`src/sid_cfg.svh`:
```
// Constants for the subtract instruction datapath
`ifndef SID_CFG_SVH
`define SID_CFG_SVH

// Subtract-from-file opcode pattern, bits 13:8 without d
`define SID_SUBF_OP      6'h02
`define SID_SUBF_OP_HI   13
`define SID_SUBF_OP_LO   8
`define SID_SUBF_D_BIT   7
// Subtract-from-literal: bits 13:9 are 11110, bit 8 don't care
`define SID_SUBL_OP      5'h1e
`define SID_SUBL_OP_HI   13
`define SID_SUBL_OP_LO   9
// W and status flag reset values
`define SID_W_RST        8'h00
`define SID_FLAG_RST     1'b0

`endif

```
`src/sid_pkg.sv`:
```
// Types for the subtract instruction datapath
`default_nettype none

package sid_pkg;
    typedef enum logic [1:0] {
        SID_OP_NONE,
        SID_OP_SUBL,
        SID_OP_SUBF
    } sid_op_t;

    typedef struct packed {
        logic [7:0] w;
        logic       carry;
        logic       digit_carry;
        logic       zero;
        logic       file_we;
        logic [6:0] file_addr;
        logic [7:0] file_wdata;
        logic       done;
    } sid_state_t;
endpackage : sid_pkg

`default_nettype wire

```
`src/sid_core.sv`:
```
// Subtract instruction datapath: decode, subtract, flags, write-back
//
// How it works
// - Literal form computes literal minus W, result into W.
// - Pattern 00 0010 dfff ffff decodes as file minus W.
// - File form: d=0 writes W, d=1 writes file register back.
// - No borrow leaves the carry flag set to one.
`timescale 1ns/100ps
`default_nettype none
`include "sid_cfg.svh"

module sid_core (
    // Clock and reset
    input  wire logic        sys_clk,
    input  wire logic        rst,
    // Instruction from decode pipeline, file register read data
    input  wire logic        instr_valid,
    input  wire logic [13:0] instr,
    input  wire logic [7:0]  file_rdata,
    // Register file write-back
    output logic             file_we,
    output logic [6:0]       file_addr,
    output logic [7:0]       file_wdata,
    // Core state
    output logic [7:0]       w,
    output logic             carry,
    output logic             digit_carry,
    output logic             zero,
    output logic             done
);
    import sid_pkg::*;

    // ****************************************
    // State
    // ****************************************
    sid_state_t state;
    sid_state_t next_state;
    sid_op_t    op;
    logic       is_subl;
    logic       is_subf;
    logic       to_file;
    logic [7:0] literal;
    logic [6:0] file_sel;
    logic [7:0] minuend;
    logic [7:0] diff;
    logic       no_borrow;
    logic       low_no_borrow;
    logic       result_zero;

    // ****************************************
    // Decode
    // ****************************************
    // Instruction fields, only meaningful for the form that matched
    assign literal  = instr[7:0];
    assign file_sel = instr[6:0];
    assign to_file  = instr[`SID_SUBF_D_BIT];

    // Literal form ignores bit 8, so its pattern is one bit shorter
    sid_match #(
        .WIDTH   (5),
        .PATTERN (`SID_SUBL_OP)
    ) u_match_subl (
        .valid (instr_valid),
        .field (instr[`SID_SUBL_OP_HI:`SID_SUBL_OP_LO]),
        .hit   (is_subl)
    );

    sid_match #(
        .WIDTH   (6),
        .PATTERN (`SID_SUBF_OP)
    ) u_match_subf (
        .valid (instr_valid),
        .field (instr[`SID_SUBF_OP_HI:`SID_SUBF_OP_LO]),
        .hit   (is_subf)
    );

    // Patterns are disjoint; literal is tested first regardless
    always_comb begin
        op = SID_OP_NONE;
        if (is_subl) begin
            op = SID_OP_SUBL;
        end else if (is_subf) begin
            op = SID_OP_SUBF;
        end
    end

    // ****************************************
    // Operands and subtractors
    // ****************************************
    // Literal for one form, addressed file register for the other
    assign minuend = (op == SID_OP_SUBL) ? literal : file_rdata;

    // Byte result and carry
    sid_sub #(
        .WIDTH(8)
    ) u_sub_byte (
        .minuend    (minuend),
        .subtrahend (state.w),
        .diff       (diff),
        .no_borrow  (no_borrow)
    );

    // Low nibble only feeds digit_carry, its difference is dropped
    sid_sub #(
        .WIDTH(4)
    ) u_sub_nibble (
        .minuend    (minuend[3:0]),
        .subtrahend (state.w[3:0]),
        .diff       (),
        .no_borrow  (low_no_borrow)
    );

    assign result_zero = (diff == 8'h00);

    // ****************************************
    // Subtract and flags
    // ****************************************
    always_comb begin
        next_state         = state;
        next_state.file_we = 1'b0;
        next_state.done    = 1'b0;
        case (op)
            SID_OP_SUBL: begin
                next_state.w = diff;
            end
            SID_OP_SUBF: begin
                if (to_file) begin
                    next_state.file_we    = 1'b1;
                    next_state.file_addr  = file_sel;
                    next_state.file_wdata = diff;
                end else begin
                    next_state.w = diff;
                end
            end
            default: begin
            end
        endcase
        if (op != SID_OP_NONE) begin
            // Single cycle: flags land with the result
            next_state.carry       = no_borrow;
            next_state.digit_carry = low_no_borrow;
            next_state.zero        = result_zero;
            next_state.done        = 1'b1;
        end
    end

    // ****************************************
    // Registers
    // ****************************************
    always_ff @(posedge sys_clk) begin
        if (rst) begin
            state             <= '0;
            state.w           <= `SID_W_RST;
            state.carry       <= `SID_FLAG_RST;
            state.digit_carry <= `SID_FLAG_RST;
            state.zero        <= `SID_FLAG_RST;
        end else begin
            state <= next_state;
        end
    end

    // ****************************************
    // Outputs
    // ****************************************
    assign file_we     = state.file_we;
    assign file_addr   = state.file_addr;
    assign file_wdata  = state.file_wdata;
    assign w           = state.w;
    assign carry       = state.carry;
    assign digit_carry = state.digit_carry;
    assign zero        = state.zero;
    assign done        = state.done;
endmodule : sid_core

// ****************************************
// Opcode matcher
// ****************************************
// Compares the opcode field of a valid word against one fixed pattern
module sid_match #(
    parameter int               WIDTH   = 6,
    parameter logic [WIDTH-1:0] PATTERN = '0
) (
    // Word under decode
    input  wire logic             valid,
    input  wire logic [WIDTH-1:0] field,
    // Match
    output logic                  hit
);
    assign hit = valid && (field == PATTERN);
endmodule : sid_match

// ****************************************
// Subtractor
// ****************************************
// Minuend minus subtrahend with an inverted borrow out, so one
// cell serves both the byte result and the low nibble
module sid_sub #(
    parameter int WIDTH = 8
) (
    // Operands
    input  wire logic [WIDTH-1:0] minuend,
    input  wire logic [WIDTH-1:0] subtrahend,
    // Result
    output logic      [WIDTH-1:0] diff,
    output logic                  no_borrow
);
    logic [WIDTH:0] wide;

    // One extra bit catches the borrow
    always_comb begin
        wide      = {1'b0, minuend} - {1'b0, subtrahend};
        diff      = wide[WIDTH-1:0];
        no_borrow = ~wide[WIDTH];
    end
endmodule : sid_sub

`default_nettype wire

```
`config.mk`:
```
export PLATFORM = sky130hd
export DESIGN_NAME = sid_core
export DESIGN_NICKNAME = d
export VERILOG_FILES = /design/src/sid_pkg.sv /design/src/sid_core.sv
export VERILOG_INCLUDE_DIRS = /design/src
export SDC_FILE = /design/constraint.sdc
export NUM_CORES = 1
export LEC_CHECK = 0
export ABC_AREA = 1
export BUFFER_PORTS_ARGS = -buffer_cell sky130_fd_sc_hd__buf_2
export CAP_MARGIN = 10
export CORE_ASPECT_RATIO = 0.75
export CORE_UTILIZATION = 45
export DETAILED_ROUTE_END_ITERATION = 8
export PLACE_DENSITY = 0.78
export SLEW_MARGIN = 20
export SYNTH_ARGS = -nofsm -noshare
export SYNTH_HDL_FRONTEND = slang
export SYNTH_SLANG_ARGS = --single-unit
```
`constraint.sdc`:
```
create_clock -name sys_clk -period 2.4 [get_ports sys_clk]
set_input_delay 0.36 -clock sys_clk [delete_from_list [all_inputs] [get_ports sys_clk]]
set_output_delay 0.36 -clock sys_clk [all_outputs]
set_load 0.1 [all_outputs]
```
==> qor.yml <==
run_status:
  outcome: "completed"
floorplanning:
  die_h_um: 53.2
  ioPinCount: 53
  die_area_um2: 3740
  initial_core_util_pct: 47.5
  rows: 18
  core_um2: 3310
  fp.dieW_um: 70.2
timing:
  rsz0062_at_grt: "false"
  worstMarginPinSlew_ns: 0.656
  drv_slew: 0
  finalSetupTns_ns: 0
  skew_ns: 0.00595
  min_period_ns: 2.16
  setup_slack_ns: 0.240
  maxClockFrequency_ghz: 0.463
  finalHoldViolCount: 0
  slew_headroom_pct: 56.2
  finalCritPeriodShare_pct: 90.0
  setup_viol: 0
worst_hold_path:
  worstHoldPathType: "input port to flip-flop"
power_and_ir_drop:
  p_leak_nw: 1.09
  vdd_drop_max_v: 0.000418
  power_density_nw_per_um2: 469
  total_power_w: 0.000914
clock_network:
  htreeDepth: 1
  cts_setup_buffers: 0
  cts_tree: "built"
  holdBufCountCts: 0
  cts.path.max_buffers: 2
  cts_made_buffers: 3
  root_buffer: "clkbuf_8"
  postCtsResizedCells: 0
  clk_latency_ns: 0.27
  path_clk_slew_ns: 0.10
  cts_sinks: 28
critical_path:
  critPathKind: "input port to flip-flop"
  required_ns: 2.61
  cp_max_fo: 5
  cp-start-kind: "input port"
  endpoint_kind: "flip-flop"
  critPathArrivalTime_ns: 2.37
drt:
  wl_met3_um: 265
  drt_wl_total_mm: 3.77
  wl_met2_mm: 1.65
  num_vias: 1561
  drt_pass1_iterations: 4
  post_drt_wl_per_cell_um: 11.7
  drc: 0
  top_layer: "met4"
  drt-met1-wl_mm: 1.85
  ant_nets: 0
  drt-initial-drc-count: 59
  vias_per_cell: 4.85
finish:
  stdcell_count: 322
  design_area_um2: 1950
  final-seq-area_um2: 562
  antennaDiodeCount: 0
  area_growth_pct: 24.0
  layout-drive-gt1-share_pct: 28.0
  fin_nets: 318
  nFillCells: 328
  multi_input_area_um2: 845
yosys:
  syn_avg_cell_area_um2: 7.02
  synthDistinctLibCells: 31
  ys_warn_count: 0
  synth-seq-cells: 28
  syn-instance-count: 224
  synth_area_um2: 1570
  ys_seq_area_share_pct: 35.7
  synth.net_count: 258
placement:
  dp_hpwl_mm: 2.96
  placed_cell_area_um2: 1910
  dpl_worst_slack_ns: -0.0121
  gp_congestion: 0.883
  dp_cells: 319
  portBuffers: 52
global_route:
  grt_pass1_vias: 1374
  antenna_found_initial: 0
  grt_overflow: 0
  grt_max_degree: 25
  grt_first_pass_wirelength_mm: 5.95
  grt_util_all_layers_pct: 20.7
job:
  maxCapViolations: 0
## worst max-delay path, cell delays in order
cell and delay, ns:
buf_2 0.09, nand2_1 0.05, nor2_1 0.09, nand3_1 0.20, mux2i_1 0.22, ha_1 0.17
inv_1 0.06, fa_1 0.42, nand2_1 0.09, nand2_1 0.07, nand3_2 0.08, nand3_1 0.08
nand2_2 0.10, nand2_1 0.06, nor2_1 0.08, nand2_1 0.06, a21oi_2 0.10
## final cells by class
cell class / count / area share (%)
timing repair buffer: 61 / 16.8
sequential: 28 / 28.8
clock buffer: 3 / 2.12
multi-input combinational: 157 / 43.3
tap: 40 / 2.57
inverter: 33 / 6.35
## synthesized netlist by cell type
library cell,count,area [µm²]
o21a_1,1,7.51
nand2_2,2,12.5
xor2_1,1,8.76
fa_1,1,20.0
a21oi_1,12,60.1
o21ai_4,1,16.3
nand3_1,9,45.0
mux2i_1,1,10.0
nor2_1,27,101
o21ai_2,1,8.76
a31oi_1,1,6.26
nor3b_2,1,12.5
o21ai_1,2,10.0
ha_1,8,100
clkbuf_1,2,7.51
o211ai_1,3,22.5
nor2_2,1,6.26
nand2_1,56,210
a211oi_2,1,12.5
inv_2,1,3.75
buf_2,1,5.00
buf_6,2,22.5
o21ai_0,19,95.1
nor2_4,1,11.3
nand3_2,2,20.0
a21oi_2,3,26.3
buf_4,1,7.51
nand3b_1,2,15.0
dfxtp_1,28,561
inv_1,32,120
nand4_1,1,6.26
## worst paths after layout
check | from | to | slack (ns) | cells past startpoint
setup / recovery | instr[10] | zero$_SDFFE_PP0P_ | 0.24 | 17
hold / removal | instr[3] | file_addr[3]$_SDFFE_PP0P_ | 0.32 | 3
setup reg to reg | w[0]$_SDFFE_PP0P_ | zero$_SDFFE_PP0P_ | 0.62 | 12
hold reg to reg | zero$_SDFFE_PP0P_ | zero$_SDFFE_PP0P_ | 0.50 | 2
## where the power goes
| part | internal, W | switching [W] |
|---|---|---|
| Combinational | 0.0000649 | 0.000120 |
| Clock | 0.000113 | 0.000146 |
| Sequential | 0.000468 | 0.00000252 |
## layout by cell type (no fill, tap or decap), drive strengths merged
master	netlist	layout
a211oi	1	1
a21oi	15	15
a31oi	1	1
buf	4	61
clkbuf	2	3
dfxtp	28	28
fa	1	1
ha	8	8
inv	33	33
mux2i	1	1
nand2	58	58
nand3	11	11
nand3b	2	2
nand4	1	1
nor2	29	29
nor3b	1	1
o211ai	3	3
o21a	1	1
o21ai	23	23
xor2	1	1
## flip-flops by register name, indices dropped and copies added, names as in the netlist
signal and cells:
carry 1, file_addr 7, digit_carry 1, done 1
file_we 1, w 8, zero 1, file_wdata 8
## through the flow
step / hold slack [ns] / util [%]
finish: 0.324 / 58.9
global route: 0.332 / 58.9
CTS: 0.325 / 58.9
detailed placement: 0.478 / 57.6
global placement: 0.474 / 57.6
floorplan: 0.422 / -
## cell families (layout without fill, tap and decap cells)
family | after synthesis | after routing | synth area share, %
AND/OR/NAND/NOR | 102 | 102 | 28.0
adder cells (fa/ha/maj) | 9 | 9 | 7.64
XOR/XNOR | 1 | 1 | 0.557
flip-flops | 28 | 28 | 35.7
multiplexers | 1 | 1 | 0.637
AO/OA/AOI/OAI | 44 | 44 | 16.9
buffers and inverters | 39 | 97 | 10.6
## per-layer routing
metal | vias up | global-route usage (%)
li1 | 833 | -
met1 | 675 | 26.8
met3 | 2 | 4.76
met5 | - | 0
met4 | 0 | 2.00
met2 | 51 | 36.5
(Power assumes the default switching activity.)
